**src/design/i2cs_map.vh**
```
// constants for the two-wire control slave port
// assumes inclusion by i2cs_control_port.v only
`ifndef I2CS_MAP_VH
`define I2CS_MAP_VH
`define I2CS_ADDR_FIXED 4'hd
`define I2CS_REG_FIRST 8'h01
`define I2CS_REG_LAST 8'h10
`define I2CS_REG_COUNT 16
`define I2CS_REG_RESET 8'h00
`define I2CS_BITS_PER_BYTE 4'h8
`endif

```
**src/design/i2cs_control_port.v**
```verilog
// two-wire slave control port with sixteen byte-wide configuration registers
// assumes scl and sda come from the bus pins asynchronous to clk_sys, and
// address-select pins are static straps
`timescale 1ns/10ps
`include "i2cs_map.vh"

module i2cs_control_port (
   input wire clk_sys,
   input wire rst_b,
   input wire sclIn,
   input wire sdaIn,
   output reg sdaOut,
   output reg sdaOe,
   input wire addr_select_msb,
   input wire addr_select_mid,
   input wire addr_select_lsb,
   output reg [8*`I2CS_REG_COUNT-1:0] regFile
);

   localparam ST_IDLE = 3'h0;
   localparam ST_ADDR = 3'h1;
   localparam ST_AACK = 3'h2;
   localparam ST_WBYTE = 3'h3;
   localparam ST_WACK = 3'h4;
   localparam ST_RBYTE = 3'h5;
   localparam ST_RACK = 3'h6;

   // three-stage synchronisers; stage 1 only feeds stage 2
   reg [2:0] sclSync;
   reg [2:0] sdaSync;
   reg sclLvl;
   reg sdaLvl;
   reg [2:0] selSync1;
   reg [2:0] selSync2;
   reg [2:0] selSync3;
   reg [2:0] selLvl;
   always @(posedge clk_sys or negedge rst_b) begin
      if (!rst_b) begin
         sclSync <= 3'h7;
         sdaSync <= 3'h7;
         sclLvl <= 1'b1;
         sdaLvl <= 1'b1;
         selSync1 <= 3'h0;
         selSync2 <= 3'h0;
         selSync3 <= 3'h0;
         selLvl <= 3'h0;
      end else begin
         sclSync <= {sclSync[1:0], sclIn};
         sdaSync <= {sdaSync[1:0], sdaIn};
         // a change counts only once stages two and three agree (glitch filter)
         if (sclSync[1] == sclSync[2]) sclLvl <= sclSync[2];
         if (sdaSync[1] == sdaSync[2]) sdaLvl <= sdaSync[2];
         selSync1 <= {addr_select_msb, addr_select_mid, addr_select_lsb};
         selSync2 <= selSync1;
         selSync3 <= selSync2;
         // straps count once stages two and three agree, like the bus pins
         if (selSync2 == selSync3) selLvl <= selSync3;
      end
   end

   // filtered levels delayed one cycle for edge finding
   reg sclLvlD;
   reg sdaLvlD;
   always @(posedge clk_sys or negedge rst_b) begin
      if (!rst_b) begin
         sclLvlD <= 1'b1;
         sdaLvlD <= 1'b1;
      end else begin
         sclLvlD <= sclLvl;
         sdaLvlD <= sdaLvl;
      end
   end

   wire sclRise = sclLvl & ~sclLvlD;
   wire sclFall = ~sclLvl & sclLvlD;
   wire startCond = sclLvl & sclLvlD & sdaLvlD & ~sdaLvl;
   wire stopCond = sclLvl & sclLvlD & ~sdaLvlD & sdaLvl;
   wire [6:0] ownAddr = {`I2CS_ADDR_FIXED, selLvl};

   reg [2:0] state_reg;
   reg [3:0] bitCnt_reg;
   reg [7:0] shift_reg;
   reg [7:0] index_reg;
   reg haveIndex_reg;
   reg nackSeen_reg;

   // register read mux; indices outside the map read as zero
   reg [7:0] rdData;
   integer k;
   always @* begin
      rdData = 8'h00;
      for (k = 0; k < `I2CS_REG_COUNT; k = k + 1) begin
         if (index_reg == `I2CS_REG_FIRST + k[7:0]) rdData = regFile[8*k +: 8];
      end
   end

   // protocol engine; bits sampled on scl rise, sda changed on scl fall
   always @(posedge clk_sys or negedge rst_b) begin
      if (!rst_b) begin
         state_reg <= ST_IDLE;
         bitCnt_reg <= 4'h0;
         shift_reg <= 8'h00;
         index_reg <= 8'h00;
         haveIndex_reg <= 1'b0;
         nackSeen_reg <= 1'b0;
         sdaOut <= 1'b1;
         sdaOe <= 1'b0;
      end else if (startCond) begin
         // repeated start also ends any write burst, keeps index for reads
         state_reg <= ST_ADDR;
         bitCnt_reg <= 4'h0;
         haveIndex_reg <= 1'b0;
         sdaOe <= 1'b0;
         sdaOut <= 1'b1;
      end else if (stopCond) begin
         state_reg <= ST_IDLE;
         sdaOe <= 1'b0;
         sdaOut <= 1'b1;
      end else begin
         case (state_reg)
            ST_ADDR, ST_WBYTE: begin
               if (sclRise) begin
                  shift_reg <= {shift_reg[6:0], sdaLvl};
                  bitCnt_reg <= bitCnt_reg + 4'h1;
               end else if (sclFall && bitCnt_reg == `I2CS_BITS_PER_BYTE) begin
                  bitCnt_reg <= 4'h0;
                  if (state_reg == ST_ADDR) begin
                     if (shift_reg[7:1] == ownAddr) begin
                        state_reg <= ST_AACK;
                        sdaOe <= 1'b1;
                        sdaOut <= 1'b0;
                     end else begin
                        state_reg <= ST_IDLE;
                     end
                  end else begin
                     // every written byte is acknowledged
                     state_reg <= ST_WACK;
                     sdaOe <= 1'b1;
                     sdaOut <= 1'b0;
                     if (!haveIndex_reg) begin
                        index_reg <= shift_reg;
                        haveIndex_reg <= 1'b1;
                     end else begin
                        index_reg <= index_reg + 8'h01;
                     end
                  end
               end
            end
            ST_AACK: begin
               if (sclFall) begin
                  if (shift_reg[0]) begin
                     // first read bit goes out during scl low
                     state_reg <= ST_RBYTE;
                     sdaOe <= ~rdData[7];
                     sdaOut <= 1'b0;
                     shift_reg <= {rdData[6:0], 1'b0};
                     bitCnt_reg <= 4'h1;
                  end else begin
                     state_reg <= ST_WBYTE;
                     sdaOe <= 1'b0;
                     sdaOut <= 1'b1;
                  end
               end
            end
            ST_WACK: begin
               if (sclFall) begin
                  state_reg <= ST_WBYTE;
                  sdaOe <= 1'b0;
                  sdaOut <= 1'b1;
               end
            end
            ST_RBYTE: begin
               if (sclFall) begin
                  if (bitCnt_reg == `I2CS_BITS_PER_BYTE) begin
                     // let the master drive the acknowledge
                     state_reg <= ST_RACK;
                     sdaOe <= 1'b0;
                     sdaOut <= 1'b1;
                     bitCnt_reg <= 4'h0;
                     index_reg <= index_reg + 8'h01;
                  end else begin
                     // open drain: drive only zeros, release for ones
                     sdaOe <= ~shift_reg[7];
                     shift_reg <= {shift_reg[6:0], 1'b0};
                     bitCnt_reg <= bitCnt_reg + 4'h1;
                  end
               end
            end
            ST_RACK: begin
               if (sclRise) nackSeen_reg <= sdaLvl;
               if (sclFall) begin
                  if (nackSeen_reg) begin
                     state_reg <= ST_IDLE;
                  end else begin
                     state_reg <= ST_RBYTE;
                     sdaOe <= ~rdData[7];
                     sdaOut <= 1'b0;
                     shift_reg <= {rdData[6:0], 1'b0};
                     bitCnt_reg <= 4'h1;
                  end
               end
            end
            default: begin
               state_reg <= ST_IDLE;
               sdaOe <= 1'b0;
               sdaOut <= 1'b1;
            end
         endcase
      end
   end

   // register writes happen when the data byte is acknowledged
   wire wrStrobe = ~startCond & ~stopCond & (state_reg == ST_WBYTE) & sclFall &
      (bitCnt_reg == `I2CS_BITS_PER_BYTE) & haveIndex_reg;
   // the data byte lands at the current index, which then steps on
   wire [7:0] wrIndex = index_reg;
   genvar g;
   generate
      for (g = 0; g < `I2CS_REG_COUNT; g = g + 1) begin : gReg
         always @(posedge clk_sys or negedge rst_b) begin
            if (!rst_b) begin
               regFile[8*g +: 8] <= `I2CS_REG_RESET;
            end else if (wrStrobe && wrIndex == `I2CS_REG_FIRST + g) begin
               regFile[8*g +: 8] <= shift_reg;
            end
         end
      end
   endgenerate

endmodule

```
**config.mk**
```make
export PLATFORM = sky130hd
export DESIGN_NAME = i2cs_control_port
export DESIGN_NICKNAME = d
export VERILOG_FILES = /design/src/design/i2cs_control_port.v
export VERILOG_INCLUDE_DIRS = /design/src /design/src/design
export SDC_FILE = /design/constraint.sdc
export NUM_CORES = 1
export LEC_CHECK = 0
export ABC_AREA = 1
export BUFFER_PORTS_ARGS = -buffer_cell sky130_fd_sc_hd__buf_2
export CAP_MARGIN = 10
export CORE_MARGIN = 2
export CORE_UTILIZATION = 50
export CTS_CLUSTER_DIAMETER = 150
export DETAILED_ROUTE_END_ITERATION = 16
export PLACE_DENSITY = 0.71
export SLEW_MARGIN = 5
export SYNTH_ARGS = -nofsm -noshare
export SYNTH_HDL_FRONTEND = slang
export SYNTH_SLANG_ARGS = --single-unit
export TNS_END_PERCENT = 5
```
**constraint.sdc**
```tcl
create_clock -name clk_sys -period 2.6 [get_ports clk_sys]
set_input_delay 0.26 -clock clk_sys [delete_from_list [all_inputs] [get_ports clk_sys]]
set_output_delay 0.26 -clock clk_sys [all_outputs]
set_load 0.05 [all_outputs]
```
==> results.cfg, run 1 <==
[critical_path]
critical_path.cell_chain = inv_1 -> nand2_2 -> nor2_4 -> nand3_4 -> or2_2 -> nand2_1 -> nand2_1 -> nand2_1 -> nand2_1 -> nand2_1 -> nand3_1 -> nand3_1 -> nand3_1 -> nand2_1 -> nand2_1 -> nand2_1 -> nand2_1 -> nand2_1 -> a21oi_2
reg2reg_to = shift_reg[6]$_DFFE_PN0P_
max_stage_delay_ps = 390
crit_path_end_kind = flip-flop
critical_path_peak_fanout = 16
slowest_stage = sky130_fd_sc_hd__dfrtp_1
r2r.worst_path.cells = 19
worst_ep_required_time_ps = 2930
critical-path-top-cell-by-count = sky130_fd_sc_hd__nand2_1
cp.arrival_ps = 2740
critical_path.startpoint_type = flip-flop
critical_path_class = reg2reg
cp-startpoint = index_reg[6]$_DFFE_PN0P_
worst-r2r-setup-slack_ps = 190
crit-reg2reg-launch = index_reg[6]$_DFFE_PN0P_

[route]
first_pass_iters = 11
detail-route-antenna-nets = 0
via_count = 8207
detail_route.iter0.violations = 662
drt_drc_violations_left = 7
route.final.wire_length_mm = 25.9
routed_wire_length_per_instance_um = 16.6
via_per_inst = 5.26

[layout]
final-instance-count-excl-fill = 1560
sequential_cell_area_sq_um = 4450
final_cell_mix = sky130_fd_sc_hd__inv_1 (193), sky130_fd_sc_hd__nand2_1 (178), sky130_fd_sc_hd__nor2_1 (169)
most_common_cell_after_layout_fill_and_taps_aside = sky130_fd_sc_hd__inv_1
final_area_sq_um = 11200
post-route-util_pct = 61.8
n_fill_cell = 1580
area_growth_syn_to_layout_pct = 20.7
multi_input_area_sq_um = 3920
final_nets = 1331
drive_above_1_share_pct = 23.4
antennaDiodeCount = 0
largest_register_ffs = 128

[floorplan]
fp.dieArea_sq_um = 19600
initial_util_pct = 51.3
number_of_rows_in_the_core_area = 49
placeableCoreArea_sq_um = 18100
chipHeight_um = 140
floorplan.io_pins = 137
die_w_um = 140

[grt]
grt_remaining_overflow = 0
vias_in_the_first_global_route = 7761
grt_first_pass_wirelength_mm = 40.9
grt_antenna_before_repair = 0
grt_usage_pct = 26.6
grt_start_max_net_pins = 53

[power_and_ir_drop]
netSwitchingFraction_pct = 34.2
power_frac_comb_pct = 23.5
total_power_mw = 7.69
power.static_leakage_nw = 6.83
reported_net_switching_power_mw = 2.63
internal_power_mw = 5.06
vdd.ir_drop.worst_mv = 0.591
share_clk_of_total_power_pct = 35.0
power.density_nw_per_um2 = 688
power_frac_seq_pct = 41.5

[clock_network]
cts_tree = yes
clock_sink_count = 177
clk_transition_reported_paths_ps = 60
clock_buffers_created_by_tritoncts = 17
ctsHtreeMaxLevel = 4
cts_max_path_buffers = 2
ctsRootBufferMaster = sky130_fd_sc_hd__clkbuf_16
worstSkewPairLatency_ps = 440

[flow_run]
drv.max_cap_violation_count = 0

[yosys]
synth.area.mux_share_pct = 6.80
post_synth_instance_area_sq_um = 9270
synth_edf_count = 0
synth.top_cells.by_area = sky130_fd_sc_hd__dfrtp_1 (45%), sky130_fd_sc_hd__inv_1 (7.9%), sky130_fd_sc_hd__nand2_1 (7.3%), sky130_fd_sc_hd__nor2_1 (6.9%), sky130_fd_sc_hd__mux2i_1 (6.8%)
ys_ff_latch = 177
largest_family_of_logic_cells_by_synthesized_area = simple AND/OR/NAND/NOR gates
synth-compound-area-share_pct = 9.84
synthesis.area_per_instance_sq_um = 8.06
yosysWarningCount = 0
top_area_cell_type_share_of_the_netlist_area_pct = 44.8
synthCells = 1150
synth-adder-area-share_pct = 1.03
dominantRegCellSynth = sky130_fd_sc_hd__dfrtp_1
ys_seq_area_share_pct = 47.9
postSynthNetCount = 1163
synth_xor_xnor_area_share_pct = 0.567
synth_top_area_cell = sky130_fd_sc_hd__dfrtp_1
distinct_cell_type_count_of_the_synthesized_netlist = 47
ys_async_sr_fraction_pct = 100
synthSimpleGateAreaFrac_pct = 22.9

[place]
place.port_buffers = 136
place_worst_setup_slack_ps = 72.3
dpl_cell_area_sq_um = 10300
placed_cells = 1509
place.gp.congestion = 0.903
dp.final_hpwl_mm = 18.4

[sta]
final.setup.tns_ps = 0
postLayoutSetupSlackWorst_ps = 185
hold_viol_final = 0
fin_hold_ws_ps = 349
slew_viol_final = 0
grt_setup_unrepaired = yes
tightestPinTransition_ps = 636
setup-violations-final = 0
layout_worst_path_cycle_share_pct = 92.9
max_freq_mhz = 414
timing.clock.skew_ps = 7.51
worst_slew_margin_relative_to_its_limit_pct = 57.2
finalCriticalPeriod_ps = 2410

[outcome]
run_status = complete, but fails checks
failed_checks = design-rule violations

[min_path]
timing.hold.worst.class = in2async
-- final cells by class --
cell class,instances,share of cell area (%)
clock buffers,23,4.27
well taps,229,2.56
repair buffers,180,9.49
clock inverters,9,1.17
flip-flops and latches,177,39.8
multi-input cells,714,35.0
inverters,228,7.74
-- power by group through the flow --
stage	registers, mW	logic [mW]	clock network (mW)
2_1_floorplan	3.13	1.03	0
3_3_place_gp	3.20	1.59	0
3_5_place_dp	3.22	1.62	0
4_1_cts	3.17	1.64	2.72
5_1_grt	3.20	1.95	2.82
6_report	3.19	1.81	2.69
-- what timing repair did --
| item | CTS | global route |
|---|---|---|
| resized for setup | 0 | 29 |
| endpoints found under the setup margin | 0 | 7 |
| hold endpoints to repair | 54 | 0 |
| buffers inserted | 0 | 13 |
| hold buffers | 6 | 0 |
-- worst max-delay path by stage --
| stage | to | slack (ps) | cells after the start |
|---|---|---|---|
| after floorplan | shift_reg[4]$_DFFE_PN0P_ | 500 | 23 |
| after global placement | shift_reg[6]$_DFFE_PN0P_ | 110 | 22 |
| after detailed placement | shift_reg[6]$_DFFE_PN0P_ | 70 | 22 |
| after CTS | shift_reg[6]$_DFFE_PN0P_ | 40 | 22 |
| after global routing | shift_reg[6]$_DFFE_PN0P_ | -4 | 22 |
| final | shift_reg[6]$_DFFE_PN0P_ | 190 | 19 |
-- Yosys cell counts (2+ instances only) --
cell type	number
sky130_fd_sc_hd__dfrtp_1	166
sky130_fd_sc_hd__nand2_1	180
sky130_fd_sc_hd__nand4_1	3
sky130_fd_sc_hd__a21oi_2	4
sky130_fd_sc_hd__or2_0	3
sky130_fd_sc_hd__nor4_1	2
sky130_fd_sc_hd__or2_2	14
sky130_fd_sc_hd__xor2_1	4
sky130_fd_sc_hd__inv_1	196
sky130_fd_sc_hd__ha_1	6
sky130_fd_sc_hd__o21a_1	2
sky130_fd_sc_hd__nand2_4	4
sky130_fd_sc_hd__nor2_4	19
sky130_fd_sc_hd__a21oi_1	122
sky130_fd_sc_hd__o21ai_1	2
sky130_fd_sc_hd__buf_4	2
sky130_fd_sc_hd__o2111ai_1	2
sky130_fd_sc_hd__inv_2	27
sky130_fd_sc_hd__o21ai_0	27
sky130_fd_sc_hd__nor2_1	171
sky130_fd_sc_hd__buf_6	3
sky130_fd_sc_hd__o211ai_1	4
sky130_fd_sc_hd__buf_2	4
sky130_fd_sc_hd__xnor2_1	2
sky130_fd_sc_hd__a22oi_1	2
sky130_fd_sc_hd__clkinv_1	4
sky130_fd_sc_hd__nor3_1	12
sky130_fd_sc_hd__dfstp_2	11
sky130_fd_sc_hd__nand3_2	2
sky130_fd_sc_hd__maj3_1	2
sky130_fd_sc_hd__mux2i_1	63
sky130_fd_sc_hd__clkbuf_1	22
sky130_fd_sc_hd__nor2_2	7
sky130_fd_sc_hd__nand3b_1	2
sky130_fd_sc_hd__nand3_1	42
-- metal layers --
| layer | up-vias | GRT usage [%] | wire length [um] |
|---|---|---|---|
| met2 | 287 | 43.3 | 12300 |
| met1 | 3943 | 36.3 | 11500 |
| met3 | 51 | 4.48 | 1510 |
| met4 | 0 | 9.09 | 639 |
| li1 | 3926 | - | - |
| met5 | - | 0 | 0 |
-- kinds of logic after synthesis --
logic type / after synthesis
simple gates: 467
mux: 63
flops: 177
xor+xnor: 6
fa+ha+maj: 8
compound gates: 170
buf+inv: 259
-- critical path, delay by kind of cell, from the launching register on --
kind | cells | cell delay [ps]
AND/OR/NAND/NOR | 17 | 1720
flip-flops | 1 | 390
buffers and inverters | 1 | 140
AO/OA/AOI/OAI | 1 | 50
(Power assumes the default switching activity.)
==> run 2, diff against run 1 <==
- PLACE_DENSITY: 0.71 -> 0.74
- clock period: 2.6 -> 1.9 ns (I/O delays scaled with it)
==> results.cfg, run 2 (synthesis results as in run 1) <==
[sta]
grt_setup_unrepaired = yes
postLayoutSetupSlackWorst_ps = -489
worst_slew_margin_relative_to_its_limit_pct = 70.2
finalCriticalPeriod_ps = 2390
final.setup.tns_ps = -16060
setup-violations-final = 135
layout_worst_path_cycle_share_pct = 126
fin_hold_ws_ps = 252
max_freq_mhz = 419
slew_viol_final = 0
tightestPinTransition_ps = 447
timing.clock.skew_ps = 13.5
hold_viol_final = 0

[grt]
grt_usage_pct = 28.6
grt_start_max_net_pins = 50
vias_in_the_first_global_route = 8515
grt_first_pass_wirelength_mm = 44.3
grt_remaining_overflow = 0
grt_antenna_before_repair = 0

[outcome]
run_status = complete, but fails checks
failed_checks = design-rule violations, negative setup slack

[place]
place.gp.congestion = 0.897
dp.final_hpwl_mm = 19.3
place.port_buffers = 136
dpl_cell_area_sq_um = 11200

[clock_network]
clk_transition_reported_paths_ps = 70
ctsHtreeMaxLevel = 4
cts_tree = yes
clock_sink_count = 177
clock_buffers_created_by_tritoncts = 17
ctsRootBufferMaster = sky130_fd_sc_hd__clkbuf_16
worstSkewPairLatency_ps = 440
cts_max_path_buffers = 2

[route]
routed-wl-met3_mm = 2.27
routed_wire_length_per_instance_um = 16.8
detail_route.iter0.violations = 721
met2RoutedLength_mm = 13.1
routedLengthMet1_mm = 11.8
drt_drc_violations_left = 5
first_pass_iters = 13
route.final.wire_length_mm = 27.8
top_layer = met4
via_count = 8778
detail-route-antenna-nets = 0
via_per_inst = 5.29

[layout]
final_area_sq_um = 12300
final_nets = 1431
most_common_cell_after_layout_fill_and_taps_aside = sky130_fd_sc_hd__inv_1
area_growth_syn_to_layout_pct = 32.3
final_cell_mix = sky130_fd_sc_hd__inv_1 (183), sky130_fd_sc_hd__dfrtp_1 (164), sky130_fd_sc_hd__nand2_1 (159), sky130_fd_sc_hd__nor2_1 (159), sky130_fd_sc_hd__buf_2 (135)
antennaDiodeCount = 0
drive_above_1_share_pct = 33.8
largest_register_ffs = 128

[critical_path]
critical_path_class = reg2reg
worst_ep_required_time_ps = 2220
cp.arrival_ps = 2710
critical_path.startpoint_type = flip-flop
crit_path_end_kind = flip-flop
critical_path_peak_fanout = 6

[power_and_ir_drop]
power.density_nw_per_um2 = 884
power.static_leakage_nw = 7.42
vdd.ir_drop.worst_mv = 0.798

[flow_run]
drv.max_cap_violation_count = 0

[min_path]
timing.hold.worst.class = in2async

[floorplan]
initial_util_pct = 51.3
floorplan.io_pins = 137
die_w_um = 140
number_of_rows_in_the_core_area = 49
chipHeight_um = 140
placeableCoreArea_sq_um = 18100
fp.dieArea_sq_um = 19600
## run 2: repair_timing
action,CTS,global route
endpoints found under the setup margin,149,152
hold endpoints to repair,44,0
setup buffers,12,1
pin swaps,15,16
hold buffers,6,0
gates resized for setup,45,51
cloned,1,0
## run 2: final cells by class
cell class | instances | area [sq um]
fill | 1443 | 5820
sequential | 177 | 4450
multi-input combinational | 715 | 4210
timing repair buffer | 279 | 1900
inverter | 228 | 876
clock buffer | 19 | 433
tap | 229 | 287
clock inverter | 11 | 106
## run 2: stage by stage
step                power [mW]  setup WS [ps]  std cells  util [%]
finish                    10.8           -489       1658      67.8
global route              11.3           -639       1658      67.8
global placement          7.20           -439       1608      62.1
detailed placement        7.26           -493       1608      62.1
CTS                       10.8           -452       1657      66.9
floorplan                 5.83          -64.3       1150         -
## run 2: per-layer routing
metal,global-route usage (%),vias to the layer above
li1,-,4125
met1,39.5,4191
met2,45.5,398
met3,6.36,64
met4,8.72,0
met5,0,-
## run 2: final timing paths
| check | startpoint | cells past startpoint | slack, ps | to |
|---|---|---|---|---|
| min in group clk_sys | selSync1[1]$_DFF_PN0_ | 0 | 350 | selSync2[1]$_DFF_PN0_ |
| max in group asynchronous | rst_b | 3 | 990 | sclSync[1]$_DFF_PN1_ |
| worst min-delay path | rst_b | 2 | 250 | regFile[70]$_DFFE_PN0P_ |
| worst max register to register | index_reg[0]$_DFFE_PN0P_ | 23 | -490 | shift_reg[2]$_DFFE_PN0P_ |
| worst max-delay path | index_reg[0]$_DFFE_PN0P_ | 23 | -490 | shift_reg[2]$_DFFE_PN0P_ |
| worst min register to register | selSync1[1]$_DFF_PN0_ | 0 | 350 | selSync2[1]$_DFF_PN0_ |
## run 2: critical path: stages (launching register included)
cell	delay (ps)
sky130_fd_sc_hd__dfrtp_2	460
sky130_fd_sc_hd__inv_4	100
sky130_fd_sc_hd__ha_4	160
sky130_fd_sc_hd__inv_4	40
sky130_fd_sc_hd__nor2_4	160
sky130_fd_sc_hd__nor2_1	80
sky130_fd_sc_hd__nand2_1	90
sky130_fd_sc_hd__nand3_2	70
sky130_fd_sc_hd__nand2_1	80
sky130_fd_sc_hd__nand2_1	60
sky130_fd_sc_hd__nand2_1	70
sky130_fd_sc_hd__nand2_1	70
sky130_fd_sc_hd__nand2_2	80
sky130_fd_sc_hd__nand2_2	60
sky130_fd_sc_hd__nand2_1	80
sky130_fd_sc_hd__nand3_2	80
sky130_fd_sc_hd__nand3_2	80
sky130_fd_sc_hd__nand3_2	70
sky130_fd_sc_hd__nand2_1	60
sky130_fd_sc_hd__nand2_1	60
sky130_fd_sc_hd__nand2_1	70
sky130_fd_sc_hd__nand2_1	70
sky130_fd_sc_hd__nand2_1	80
sky130_fd_sc_hd__a21oi_2	50
## run 2: power by group
part	internal, mW	switching, mW	total (mW)
registers	4.02	0.258	4.28
logic	1.15	2.06	3.21
clock network	1.81	1.55	3.35
